==> config.mk <==
export PLATFORM = sky130hd
export DESIGN_NAME = adc_serial_port_dev_flat
export DESIGN_NICKNAME = d
export VERILOG_FILES = /design/src/adc_link_pkg.sv /design/src/adc_link_if.sv /design/src/adc_serial_port_dev.sv /design/src/flat_wrapper.sv
export SDC_FILE = /design/constraint.sdc
export NUM_CORES = 1
export LEC_CHECK = 0
export ABC_AREA = 1
export BUFFER_PORTS_ARGS = -buffer_cell sky130_fd_sc_hd__buf_2
export CELL_PAD_IN_SITES_DETAIL_PLACEMENT = 1
export CELL_PAD_IN_SITES_GLOBAL_PLACEMENT = 1
export CORE_MARGIN = 5
export CORE_UTILIZATION = 45
export DETAILED_ROUTE_END_ITERATION = 12
export PLACE_DENSITY = 0.87
export SYNTH_ARGS = -nofsm -noshare
export SYNTH_HDL_FRONTEND = slang
export SYNTH_SLANG_ARGS = --single-unit
==> constraint.sdc <==
create_clock -name sys_clk -period 1.75 [get_ports sys_clk]
set_clock_uncertainty 0.05 [all_clocks]
set_input_delay 0 -clock sys_clk [delete_from_list [all_inputs] [get_ports sys_clk]]
set_output_delay 0 -clock sys_clk [all_outputs]
set_load 0.05 [all_outputs]
==> src/adc_link_pkg.sv <==
// Shared constants for the converter serial port and its host controller
package adc_link_pkg;
	// ------------------------------------------------------------
	// Command frame layout
	// ------------------------------------------------------------
	localparam int         FRAME_BITS = 24;
	localparam int         OP_MSB     = 23;
	localparam int         OP_LSB     = 19;
	localparam int         ADDR_MSB   = 18;
	localparam int         ADDR_LSB   = 8;
	localparam int         DATA_MSB   = 7;
	localparam logic [4:0] OP_NOP     = 5'h00;
	localparam logic [4:0] OP_WRITE   = 5'h01;
	localparam logic [4:0] OP_READ    = 5'h02;
	localparam logic [4:0] OP_SET     = 5'h03;
	localparam logic [4:0] OP_CLEAR   = 5'h04;
	localparam int         SAMPLE_W   = 16;

	// ------------------------------------------------------------
	// Device register map
	// ------------------------------------------------------------
	localparam logic [10:0] ADDR_ACCESS    = 11'h000;
	localparam logic [10:0] ADDR_IN_PROTO  = 11'h008;
	localparam logic [10:0] ADDR_OUT_PROTO = 11'h00c;
	localparam logic [7:0]  REG_RESET      = 8'h00;
	localparam logic [7:0]  UNLOCK_CODE    = 8'haa;
	localparam logic [7:0]  IN_PROTO_MASK  = 8'h03;
	localparam logic [7:0]  OUT_PROTO_MASK = 8'h13;
	localparam int          OUT_SEL_MSB    = 1;
	localparam int          LANE_WIDTH_BIT = 4;
	localparam logic [2:0]  LINK_IDLE      = 3'h4;

	// ------------------------------------------------------------
	// Host controller registers (Avalon-MM byte addresses)
	// ------------------------------------------------------------
	localparam int         HOST_ADDR_W   = 4;
	localparam logic [3:0] HREG_CMD      = 4'h0;
	localparam logic [3:0] HREG_CTRL     = 4'h4;
	localparam logic [3:0] HREG_STATUS   = 4'h8;
	localparam logic [3:0] HREG_RX       = 4'hc;
	localparam int         CTRL_WIDTH    = 2;
	localparam int         CTRL_CLK_LSB  = 8;
	localparam int         CTRL_CLK_MSB  = 13;
	localparam logic [5:0] DEF_CLOCKS    = 6'd24;
	localparam logic [5:0] MIN_CLOCKS    = 6'd16;

	// ------------------------------------------------------------
	// Timing
	// ------------------------------------------------------------
	localparam int SYS_CLK_MHZ    = 25;
	localparam int SCLK_PERIOD_NS = 640;
	localparam int HALF_CYCLES    = (SCLK_PERIOD_NS * SYS_CLK_MHZ + 1999) / 2000;
endpackage

==> src/adc_link_if.sv <==
// Serial link between the host controller and the converter port
`timescale 1ns/1ps
interface adc_link_if;
	logic cs_n;
	logic sclk;
	logic sdi;
	logic lane0;
	logic lane1_out;
	logic lane1_oe_n;
	logic ready;
	logic lane1_level;

	// Shared lane1 pin, weak pull-down when released
	assign lane1_level = lane1_oe_n ? 1'b0 : lane1_out;

	modport dev  (input cs_n, sclk, sdi, output lane0, lane1_out, lane1_oe_n, ready);
	modport host (output cs_n, sclk, sdi, input lane0, lane1_level, ready);
endinterface // adc_link_if

==> src/adc_serial_port_dev.sv <==
// Converter end of the serial link: protocol modes, lanes and command frames
//
// The register addresses and the Avalon-MM register port are this design's own decisions.
`timescale 1ns/1ps
module adc_serial_port_dev
	import adc_link_pkg::*;
(
	input  wire logic                sys_clk,
	input  wire logic                rst_n,
	adc_link_if.dev                  link,
	input  wire logic [SAMPLE_W-1:0] sample_data,
	input  wire logic                seq_status,
	output logic      [1:0]          input_protocol_select,
	output logic      [1:0]          output_protocol_select,
	output logic                     output_lane_width,
	output logic                     sample_taken,
	output logic                     reg_cmd_done
);
	// ------------------------------------------------------------
	// Declarations
	// ------------------------------------------------------------
	logic [2:0]            sync1_r;
	logic [2:0]            sync2_r;
	logic                  sclk_d_r;
	logic                  cs_d_r;
	logic [FRAME_BITS-1:0] rx_r;
	logic [5:0]            cnt_r;
	logic [FRAME_BITS-1:0] tx_r;
	logic                  first_r;
	logic                  lane0_r;
	logic                  lane1_r;
	logic                  lane1_oe_n_r;
	logic                  ready_r;
	logic [7:0]            access_r;
	logic [7:0]            input_protocol_reg_r;
	logic [7:0]            output_protocol_reg_r;
	logic [7:0]            rd_byte_r;
	logic                  read_pend_r;
	logic                  sample_taken_r;
	logic                  cmd_done_r;
	logic                  cs_s;
	logic                  sclk_s;
	logic                  sdi_s;
	logic                  sel;
	logic                  cs_fall;
	logic                  cs_rise;
	logic                  cpol;
	logic                  cpha;
	logic                  sclk_rise;
	logic                  sclk_fall;
	logic                  cap_edge;
	logic                  launch_edge;
	logic                  dual;
	logic                  retimed;
	logic                  frame_ok;
	logic                  unlocked;
	logic [4:0]            cmd_op;
	logic [10:0]           cmd_addr;
	logic [7:0]            cmd_data;
	logic [FRAME_BITS-1:0] tx_load;
	logic [FRAME_BITS-1:0] tx_next;

	// Register update for write, set and clear
	function automatic logic [7:0] apply_op(input logic [4:0] op, input logic [7:0] old, input logic [7:0] d);
		case (op)
			OP_WRITE: apply_op = d;
			OP_SET:   apply_op = old | d;
			OP_CLEAR: apply_op = old & ~d;
			default:  apply_op = old;
		endcase
	endfunction

	// ------------------------------------------------------------
	// Pin synchronisers and edge detection
	// ------------------------------------------------------------
	// Two flops on cs_n, sclk, sdi
	always_ff @(posedge sys_clk or negedge rst_n) begin
		if (!rst_n) begin
			sync1_r <= LINK_IDLE;
			sync2_r <= LINK_IDLE;
		end else begin
			sync1_r <= {link.cs_n, link.sclk, link.sdi};
			sync2_r <= sync1_r;
		end
	end

	// Previous synchronised levels
	always_ff @(posedge sys_clk or negedge rst_n) begin
		if (!rst_n) begin
			sclk_d_r <= 1'b0;
			cs_d_r   <= 1'b1;
		end else begin
			sclk_d_r <= sclk_s;
			cs_d_r   <= cs_s;
		end
	end

	// Mode decode and edges
	assign cs_s        = sync2_r[2];
	assign sclk_s      = sync2_r[1];
	assign sdi_s       = sync2_r[0];
	assign sel         = ~cs_s;
	assign cs_fall     = ~cs_s & cs_d_r;
	assign cs_rise     = cs_s & ~cs_d_r;
	assign cpol        = input_protocol_reg_r[1];
	assign cpha        = input_protocol_reg_r[0];
	assign sclk_rise   = sclk_s & ~sclk_d_r;
	assign sclk_fall   = ~sclk_s & sclk_d_r;
	assign cap_edge    = sel & ((cpol ^ cpha) ? sclk_fall : sclk_rise);
	assign launch_edge = sel & ((cpol ^ cpha) ? sclk_rise : sclk_fall);
	assign dual        = output_protocol_reg_r[LANE_WIDTH_BIT];
	assign retimed     = |output_protocol_reg_r[OUT_SEL_MSB:0];

	// ------------------------------------------------------------
	// Input shifter
	// ------------------------------------------------------------
	// Capture sdi on capture edges only
	always_ff @(posedge sys_clk or negedge rst_n) begin
		if (!rst_n) begin
			rx_r  <= '0;
			cnt_r <= '0;
		end else if (cs_fall) begin
			rx_r  <= '0;
			cnt_r <= '0;
		end else if (cap_edge) begin
			rx_r <= {rx_r[FRAME_BITS-2:0], sdi_s};
			if (cnt_r != DEF_CLOCKS)
				cnt_r <= cnt_r + 6'h01;
		end
	end

	// Frame fields
	assign cmd_op   = rx_r[OP_MSB:OP_LSB];
	assign cmd_addr = rx_r[ADDR_MSB:ADDR_LSB];
	assign cmd_data = rx_r[DATA_MSB:0];
	assign frame_ok = cs_rise & (cnt_r == DEF_CLOCKS);
	assign unlocked = (access_r == UNLOCK_CODE);

	// ------------------------------------------------------------
	// Registers
	// ------------------------------------------------------------
	// Access register, always writable
	always_ff @(posedge sys_clk or negedge rst_n) begin
		if (!rst_n)
			access_r <= REG_RESET;
		else if (frame_ok && cmd_addr == ADDR_ACCESS)
			access_r <= apply_op(cmd_op, access_r, cmd_data);
	end

	// Protocol registers, gated by unlock
	always_ff @(posedge sys_clk or negedge rst_n) begin
		if (!rst_n) begin
			input_protocol_reg_r  <= REG_RESET;
			output_protocol_reg_r <= REG_RESET;
		end else if (frame_ok && unlocked) begin
			if (cmd_addr == ADDR_IN_PROTO)
				input_protocol_reg_r <= apply_op(cmd_op, input_protocol_reg_r, cmd_data) & IN_PROTO_MASK;
			if (cmd_addr == ADDR_OUT_PROTO)
				output_protocol_reg_r <= apply_op(cmd_op, output_protocol_reg_r, cmd_data) & OUT_PROTO_MASK;
		end
	end

	// Read command latches byte for next frame
	always_ff @(posedge sys_clk or negedge rst_n) begin
		if (!rst_n) begin
			rd_byte_r   <= REG_RESET;
			read_pend_r <= 1'b0;
		end else if (frame_ok && cmd_op == OP_READ) begin
			read_pend_r <= 1'b1;
			case (cmd_addr)
				ADDR_ACCESS:    rd_byte_r <= access_r;
				ADDR_IN_PROTO:  rd_byte_r <= input_protocol_reg_r;
				ADDR_OUT_PROTO: rd_byte_r <= output_protocol_reg_r;
				default:        rd_byte_r <= REG_RESET;
			endcase
		end else if (cs_fall) begin
			read_pend_r <= 1'b0;
		end
	end

	// ------------------------------------------------------------
	// Output shifter and lanes
	// ------------------------------------------------------------
	assign tx_load = read_pend_r ? {rd_byte_r, {SAMPLE_W{1'b0}}} : {sample_data, 8'h00};
	assign tx_next = dual ? {tx_r[FRAME_BITS-3:0], 2'b00} : {tx_r[FRAME_BITS-2:0], 1'b0};

	// Launch bits at select fall or launch edges
	always_ff @(posedge sys_clk or negedge rst_n) begin
		if (!rst_n) begin
			tx_r    <= '0;
			first_r <= 1'b0;
			lane0_r <= 1'b0;
			lane1_r <= 1'b0;
		end else if (cs_fall) begin
			tx_r    <= tx_load;
			first_r <= cpha;
			if (!cpha) begin
				lane0_r <= dual ? tx_load[FRAME_BITS-2] : tx_load[FRAME_BITS-1];
				lane1_r <= dual ? tx_load[FRAME_BITS-1] : 1'b1;
			end
		end else if (launch_edge) begin
			if (first_r) begin
				first_r <= 1'b0;
				lane0_r <= dual ? tx_r[FRAME_BITS-2] : tx_r[FRAME_BITS-1];
				lane1_r <= dual ? tx_r[FRAME_BITS-1] : 1'b1;
			end else begin
				tx_r    <= tx_next;
				lane0_r <= dual ? tx_next[FRAME_BITS-2] : tx_next[FRAME_BITS-1];
				lane1_r <= dual ? tx_next[FRAME_BITS-1] : 1'b1;
			end
		end else if (!dual)
			lane1_r <= 1'b1;
	end

	// Lane1 pin: data lane or sequence status
	always_ff @(posedge sys_clk or negedge rst_n) begin
		if (!rst_n)
			lane1_oe_n_r <= 1'b1;
		else
			lane1_oe_n_r <= ~(dual | seq_status);
	end

	// Ready: low in output mode 0, clock in re-timed modes 1 to 3
	always_ff @(posedge sys_clk or negedge rst_n) begin
		if (!rst_n)
			ready_r <= 1'b0;
		else if (!retimed || !sel)
			ready_r <= 1'b0;
		else if (launch_edge)
			ready_r <= 1'b1;
		else if (cap_edge)
			ready_r <= 1'b0;
	end

	// User-side strobes
	always_ff @(posedge sys_clk or negedge rst_n) begin
		if (!rst_n) begin
			sample_taken_r <= 1'b0;
			cmd_done_r     <= 1'b0;
		end else begin
			sample_taken_r <= cs_fall & ~read_pend_r;
			cmd_done_r     <= frame_ok;
		end
	end

	assign link.lane0             = lane0_r;
	assign link.lane1_out         = lane1_r;
	assign link.lane1_oe_n        = lane1_oe_n_r;
	assign link.ready             = ready_r;
	assign input_protocol_select  = input_protocol_reg_r[1:0];
	assign output_protocol_select = output_protocol_reg_r[OUT_SEL_MSB:0];
	assign output_lane_width      = output_protocol_reg_r[LANE_WIDTH_BIT];
	assign sample_taken           = sample_taken_r;
	assign reg_cmd_done           = cmd_done_r;
endmodule // adc_serial_port_dev

==> src/flat_wrapper.sv <==
// flat-port wrapper written by rule: the top's interface ports become plain ports
module adc_serial_port_dev_flat import adc_link_pkg::*;
  (sys_clk, rst_n, sample_data, seq_status, input_protocol_select, output_protocol_select, output_lane_width, sample_taken, reg_cmd_done, link_cs_n, link_sclk, link_sdi, link_lane0, link_lane1_out, link_lane1_oe_n, link_ready);
  adc_link_if link_i ();
  input  wire logic sys_clk;
  input  wire logic rst_n;
  input  wire logic [SAMPLE_W-1:0] sample_data;
  input  wire logic seq_status;
  output logic      [1:0] input_protocol_select;
  output logic      [1:0] output_protocol_select;
  output logic output_lane_width;
  output logic sample_taken;
  output logic reg_cmd_done;
  input wire logic [$bits(link_i.cs_n)-1:0] link_cs_n;
  input wire logic [$bits(link_i.sclk)-1:0] link_sclk;
  input wire logic [$bits(link_i.sdi)-1:0] link_sdi;
  output wire logic [$bits(link_i.lane0)-1:0] link_lane0;
  output wire logic [$bits(link_i.lane1_out)-1:0] link_lane1_out;
  output wire logic [$bits(link_i.lane1_oe_n)-1:0] link_lane1_oe_n;
  output wire logic [$bits(link_i.ready)-1:0] link_ready;
  assign link_i.cs_n = link_cs_n;
  assign link_i.sclk = link_sclk;
  assign link_i.sdi = link_sdi;
  assign link_lane0 = link_i.lane0;
  assign link_lane1_out = link_i.lane1_out;
  assign link_lane1_oe_n = link_i.lane1_oe_n;
  assign link_ready = link_i.ready;
  adc_serial_port_dev u_core (.sys_clk(sys_clk), .rst_n(rst_n), .link(link_i), .sample_data(sample_data), .seq_status(seq_status), .input_protocol_select(input_protocol_select), .output_protocol_select(output_protocol_select), .output_lane_width(output_lane_width), .sample_taken(sample_taken), .reg_cmd_done(reg_cmd_done));
endmodule
After elaboration in Yosys (flattened, before gate mapping)

Cells that the tools add are included.

Memories kept: 0
Input port bits: 22
Flip-flop bits (word level): 91
Output and inout bits: 11
Word-level logic and storage cells: 113
Memory bits (read-only): 0
Latch bits: 0
Bits in writable memories: 0

Equality and inequality tests: 12
Shift-type cells: 0
Reduce and logical (&&, ||, !) cells: 20
Bitwise logic cells: 23
Muxes and demuxes: 38
$mul: 0
$add $sub $neg: 1
Divide/modulo/power cells: 0
$lt $le $gt $ge: 0

Operators with widths:

| cell                  | number |
|---|---|
| $mux W24              | 7 |
| $pmux W8 S3           | 2 |
| $mux W1               | 24 |
| $eq A11 B4 Y1 const B | 2 |
| $mux W6               | 3 |
| $pmux W5 S3           | 1 |
| $logic_not A11 Y1     | 1 |
| $eq A5 B2 Y1 const B  | 2 |
| $reduce_and A2 Y1     | 5 |
| $and A1 B1 Y1         | 8 |
| $and A8 B8 Y8         | 1 |
| $eq A8 B8 Y1 const B  | 1 |
| $not A8 Y8            | 1 |
| $or A8 B8 Y8          | 1 |
| $reduce_bool A2 Y1    | 4 |
| $add A6 B1 Y6 const B | 1 |
| $eq A6 B5 Y1 const B  | 1 |
| $ne A6 B5 Y1 const B  | 1 |
| $not A1 Y1            | 6 |
| $pmux W2 S3           | 1 |
| $reduce_and A3 Y1     | 2 |
| $reduce_bool A3 Y1    | 2 |
| $and A5 B5 Y5         | 1 |
| $eq A5 B1 Y1 const B  | 1 |
| 12 further kinds      | 15 |

Logic depth before layout (Yosys ltp)

Word-level depth: 7
Gate-level depth with buffers: 10
Gate-level depth less buffers: 10

Worst setup path after synthesis

Ideal clock, no wire load.

Path kind: register to register
Start point: register u_core.input_protocol_reg_r[0]
End point: register u_core.rx_r[1]
Data required time: 1583 ps
Setup slack: 39 ps
Buffers on the path: 2
Library setup time: 117 ps
Arrival: 1544 ps
Stages on the path, launching flop included: 10
Clock period less this slack: 1711 ps
Cell sequence: dfrtp_1 > nand2_1 > nand2_2 > nand2_1 > o21ai_2 > nand2_2 > buf_6 > buf_6 > nand3_1 > nand2_1

Cells in the longest elaborated chain, start to end: 4

RTL lines:

| what                         | line                       | source |
|---|---|---|
| start: declaration           | adc_serial_port_dev.sv:35  | `logic [7:0] input_protocol_reg_r;` |
| start signal: assignment     | adc_serial_port_dev.sv:157 | `input_protocol_reg_r <= apply_op(cmd_op, input_protocol_reg_r, cmd_data) & IN_PROTO_MASK;` |
| $xor A1 B1 Y1                | adc_serial_port_dev.sv:109 | `assign cap_edge = sel & ((cpol ^ cpha) ? sclk_fall : sclk_rise);` |
| $mux W1                      | adc_serial_port_dev.sv:109 |  |
| $and A1 B1 Y1                | adc_serial_port_dev.sv:109 |  |
| $reduce_bool A2 Y1 (no line) | --                         |  |
| end signal: assignment       | adc_serial_port_dev.sv:126 | `rx_r <= {rx_r[FRAME_BITS-2:0], sdi_s};` |
| end: declaration             | adc_serial_port_dev.sv:26  | `logic [FRAME_BITS-1:0] rx_r;` |

Every way passes these cells.
A chain may end at the register's enable or synchronous reset.

Worst setup path in the final report

Start point: register u_core.cnt_r[0]
End point: register u_core.rd_byte_r[1]

Cells in the longest elaborated chain, start to end: 3

RTL lines:

| what                     | line                       | source |
|---|---|---|
| start: declaration       | adc_serial_port_dev.sv:27  | `logic [5:0] cnt_r;` |
| start signal: assignment | adc_serial_port_dev.sv:128 | `cnt_r <= cnt_r + 6'h01;` |
| $eq A6 B5 Y1             | adc_serial_port_dev.sv:136 | `assign frame_ok = cs_rise & (cnt_r == DEF_CLOCKS);` |
| $and A1 B1 Y1            | adc_serial_port_dev.sv:136 |  |
| via u_core.frame_ok      | adc_serial_port_dev.sv:55  | `logic frame_ok;` |
| $logic_and A1 B1 Y1      | adc_serial_port_dev.sv:168 | `end else if (frame_ok && cmd_op == OP_READ) begin` |
| end signal: assignment   | adc_serial_port_dev.sv:171 | `ADDR_ACCESS: rd_byte_r <= access_r;` |
| end signal: assignment   | adc_serial_port_dev.sv:172 | `ADDR_IN_PROTO: rd_byte_r <= input_protocol_reg_r;` |
| end signal: assignment   | adc_serial_port_dev.sv:173 | `ADDR_OUT_PROTO: rd_byte_r <= output_protocol_reg_r;` |
| end: declaration         | adc_serial_port_dev.sv:37  | `logic [7:0] rd_byte_r;` |

The timed path passes the listed nets, and every way through them passes these cells.

==> metrics.md <==
| Metric | Value |
|---|---|
| Startpoint of the most critical register-to-register path | u_core.cnt_r[0]$_DFFE_PN0P_ |
| Total number of yosys warnings | 0 |
| Post-synthesis instance area | 4610 um2 |
| Slack of the worst reg-to-reg path | 0.08 ns |
| Critical Path Fanout Max | 5 |
| Share of the clock period used by the worst path after layout | 95.2% |
| Area share of the largest cell type after synthesis | 42.9% |
| Vias in the first global route | 4909 |
| Count of nets left with antenna violations after detail routing | 0 |
| Relative contribution of sequential cells to total power | 51.7% |
| Starting DRT DRC Count | 204 |
| Share of total power in the clock network | 31.8% |
| Number of rows created at floorplan | 37 |
| Distinct cells, synth | 33 |
| Number of port buffers | 32 |
| Footprint of the multi-input gates | 2270 um2 |
| WHS Path Cells | 5 |
| Worst path required time | 2.01 ns |
| DRC violation count after routing | 0 |
| Internal Power | 2.93 mW |
| Post-layout minimum cycle time | 1.67 ns |
| Hold Fails Final Rpt | 0 |
| Die X | 111 um |
| Average via count per standard cell | 5.42 |
| Worst path max stage delay | 0.42 ns |
| Number of ports placed on the die boundary | 33 |
| FF+latch count, synth | 83 |
| Cell-by-cell trace of the critical path | inv_2, ha_4, nand2_2, nor2_4, nand2_4, nor2_8, buf_4, nand3_4, nor2_4, nand2_1, nand2_1 |
| Reg-to-reg critical path endpoint | u_core.rd_byte_r[1]$_DFFE_PN0P_ |
| Wire length of the first global-routing pass | 24100 um |
| Worst Setup Start Kind | register |
| Start-to-end type of the worst setup path | reg2reg |
| Die extent in y | 111 um |
| Combinational share of power | 16.6% |
| Most common cell after layout, fill and taps aside | sky130_fd_sc_hd__nand2_1 |
| Startpoint of the most critical hold path | sample_data[9] |
| Cells after Synth | 613 |
| Number of sinks driven by the clock tree | 83 |
| Leak Pwr | 2.83 nW |
| DRT Pass-1 Iters | 4 |
| Initial Utilization | 45.5% |
| PwrDens | 758 nW/um2 |
| Clock buffer count from CTS | 9 |
| Relative area change from synthesis to final layout | 20.0% |
| Post-DP HPWL | 9510 um |
| FF+latch area | 2080 um2 |
| Result of the run | finished clean |
| Clock Latency Late Sink | 0.37 ns |
| Endpoint of the worst hold path | u_core.tx_r[17]$_DFFE_PN0P_ |
| Leading post-synthesis cells by cell area | sky130_fd_sc_hd__dfrtp_1, sky130_fd_sc_hd__nand2_1, sky130_fd_sc_hd__nand3_1 |
| CTS tree | done |
| Fmax | 0.601 GHz |
| Part of the Yosys area used for sequential elements | 45.2% |
| Maximum clock insertion buffer count | 2 |
| Final weighted congestion in routability-driven placement | 0.898 |
| Max VDD drop | 0.000542 V |
| Cell chosen for the clock root | sky130_fd_sc_hd__clkbuf_8 |
| Setup repair after global routing missed its margin | yes |
| Post-synthesis net count | 637 |
| Fill cell total of the finished layout | 1318 |
| CP endpoint kind | register |
| Area of the die | 12400 um2 |
| Switching part of the total | 30.0% |
| Final-report max-slew violation count | 0 |
| Number of H-tree levels | 3 |
| Ant diodes | 0 |
| Detail-routed net length per standard cell | 17.2 um |
| Total power after layout | 4.19 mW |
| Most frequent cells in the layout | sky130_fd_sc_hd__nand2_1, sky130_fd_sc_hd__dfrtp_1, sky130_fd_sc_hd__nand3_1 |
| Layout cells sized above 1 | 21.0% |
| Wire length reported by the detailed router | 14200 um |
| Number of max-cap violations | 0 |
| # setup viols final | 0 |
| Data arrival at the endpoint of the critical path | 1.93 ns |
| Worst slew slack as a fraction of its limit | 73.8% |
| Setup TNS after final layout | 0 ns |
| Cell type with the largest total area after synthesis | sky130_fd_sc_hd__dfrtp_1 |
| Clock Pin Slew Worst Setup and Hold Paths | 0.09 ns |
| Cell with the largest stage delay on the worst path | sky130_fd_sc_hd__dfrtp_1 |
| Pin count of the biggest net entering global routing | 50 |
| Overall global routing resource usage | 23.7% |
| GRT overflow | 0 |
| Worst Hold Class | in2reg |
| Pin slew with the least headroom to its limit | 0.389 ns |
| Depth of the worst register-to-register path | 11 |
| Mean instance size in the synthesized netlist | 7.52 um2 |
| Antenna violations before repair | 0 |
| Layout net count | 709 |
| Vias | 4476 |
| Psw | 1.26 mW |
| Core area | 10100 um2 |
[logic make-up (layout without fill, tap and decap cells)]
kind of cell	count (synthesis)	count (layout)	synth area share, %
adders and majority gates	2	2	0.543
xor gates and xnor gates	1	1	0.190
AOI/OAI and AO/OA	71	71	9.09
DFF	83	83	45.2
and+or+nand+nor	381	383	37.4
buffers and inverters	75	150	7.60
[cell usage after synthesis (all sizes together)]
cell	instances
clkinv	1
a32oi	1
clkbuf	7
nand3	80
o211ai	2
o22ai	6
o21ai	50
nand2	213
nor2	63
xnor2	1
nor3b	2
buf	17
dfstp	4
ha	2
nand4	15
nor3	5
dfrtp	79
a21oi	5
inv	50
o21a	7
or2	3
[metal layers]
metal | vias to the layer above | GRT usage, % | wire [um]
met5 | - | 0 | 0
met4 | 0 | 8.92 | 347
met3 | 27 | 3.49 | 421
met2 | 63 | 42.3 | 7460
met1 | 2257 | 28.8 | 6010
li1 | 2129 | - | -
[timing repair]
| action | CTS | global route |
|---|---|---|
| setup endpoints to repair | 3 | 35 |
| hold buffers | 15 | 0 |
| buffers inserted | 4 | 9 |
| gates resized for setup | 1 | 25 |
| hold endpoints to repair | 96 | 0 |
| gates cloned | 0 | 2 |
| pin swaps | 3 | 5 |
[stage by stage]
stage          setup WS [ns]  instance area, um2  instances  hold slack [ns]  util [%]
2_1_floorplan         0.0392                4610        613           -0.346         -
3_5_place_dp         -0.0255                4980        780           -0.230      49.1
3_3_place_gp          0.0583                4980        780           -0.234      49.1
4_1_cts              -0.0101                5350        815           0.0287      52.7
5_1_grt              -0.0284                5530        826           0.0867      54.6
6_report              0.0848                5530        826           0.0358      54.6
[registers in the layout (all words and copies together), names as in the netlist, 2 cells and up]
| signal | flops |
|---|---|
| u_core.rx_r | 24 |
| u_core.rd_byte_r | 8 |
| u_core.sync1_r | 3 |
| u_core.cnt_r | 6 |
| u_core.sync2_r | 3 |
| u_core.output_protocol_reg_r | 3 |
| u_core.tx_r | 16 |
| u_core.input_protocol_reg_r | 2 |
| u_core.access_r | 8 |
[power by group through the flow]
stage	Combinational [mW]	Clock (mW)	Sequential, mW
2_1_floorplan	0.381	0	2.19
3_3_place_gp	0.555	0	2.19
3_5_place_dp	0.588	0	2.20
4_1_cts	0.622	1.34	2.16
5_1_grt	0.785	1.43	2.18
6_report	0.694	1.33	2.17
[worst max path at each step]
stage                                                    start                                     endpoint  slack (ns)  cells past startpoint
floorplan           u_core.input_protocol_reg_r[0]$_DFFE_PN0P_                   u_core.rx_r[1]$_DFFE_PN0P_        0.04                      9
global placement                   u_core.cnt_r[0]$_DFFE_PN0P_  u_core.output_protocol_reg_r[0]$_DFFE_PN0P_        0.06                     10
detailed placement                 u_core.cnt_r[0]$_DFFE_PN0P_  u_core.output_protocol_reg_r[0]$_DFFE_PN0P_       -0.03                      9
CTS                                u_core.cnt_r[0]$_DFFE_PN0P_               u_core.access_r[5]$_DFFE_PN0P_       -0.01                     11
global route                       u_core.rx_r[15]$_DFFE_PN0P_               u_core.access_r[5]$_DFFE_PN0P_       -0.03                      9
finish                             u_core.cnt_r[0]$_DFFE_PN0P_              u_core.rd_byte_r[1]$_DFFE_PN0P_        0.08                     11
[layout make-up]
cell class / count / area share [%]
clock buffers: 13 / 2.87
repair buffers: 83 / 11.4
multi-input cells: 457 / 41.1
flip-flops and latches: 83 / 37.7
inverters: 51 / 3.55
well taps: 136 / 3.08
clock inverters: 3 / 0.384
[worst max-delay path, delay by kind of cell (launching register included)]
| family | cells | cell delay [ns] |
|---|---|---|
| flops | 1 | 0.42 |
| fa+ha+maj | 1 | 0.13 |
| simple gates | 8 | 0.80 |
| buf+inv | 2 | 0.23 |
No activity file was read; power rests on OpenSTA's default activity.
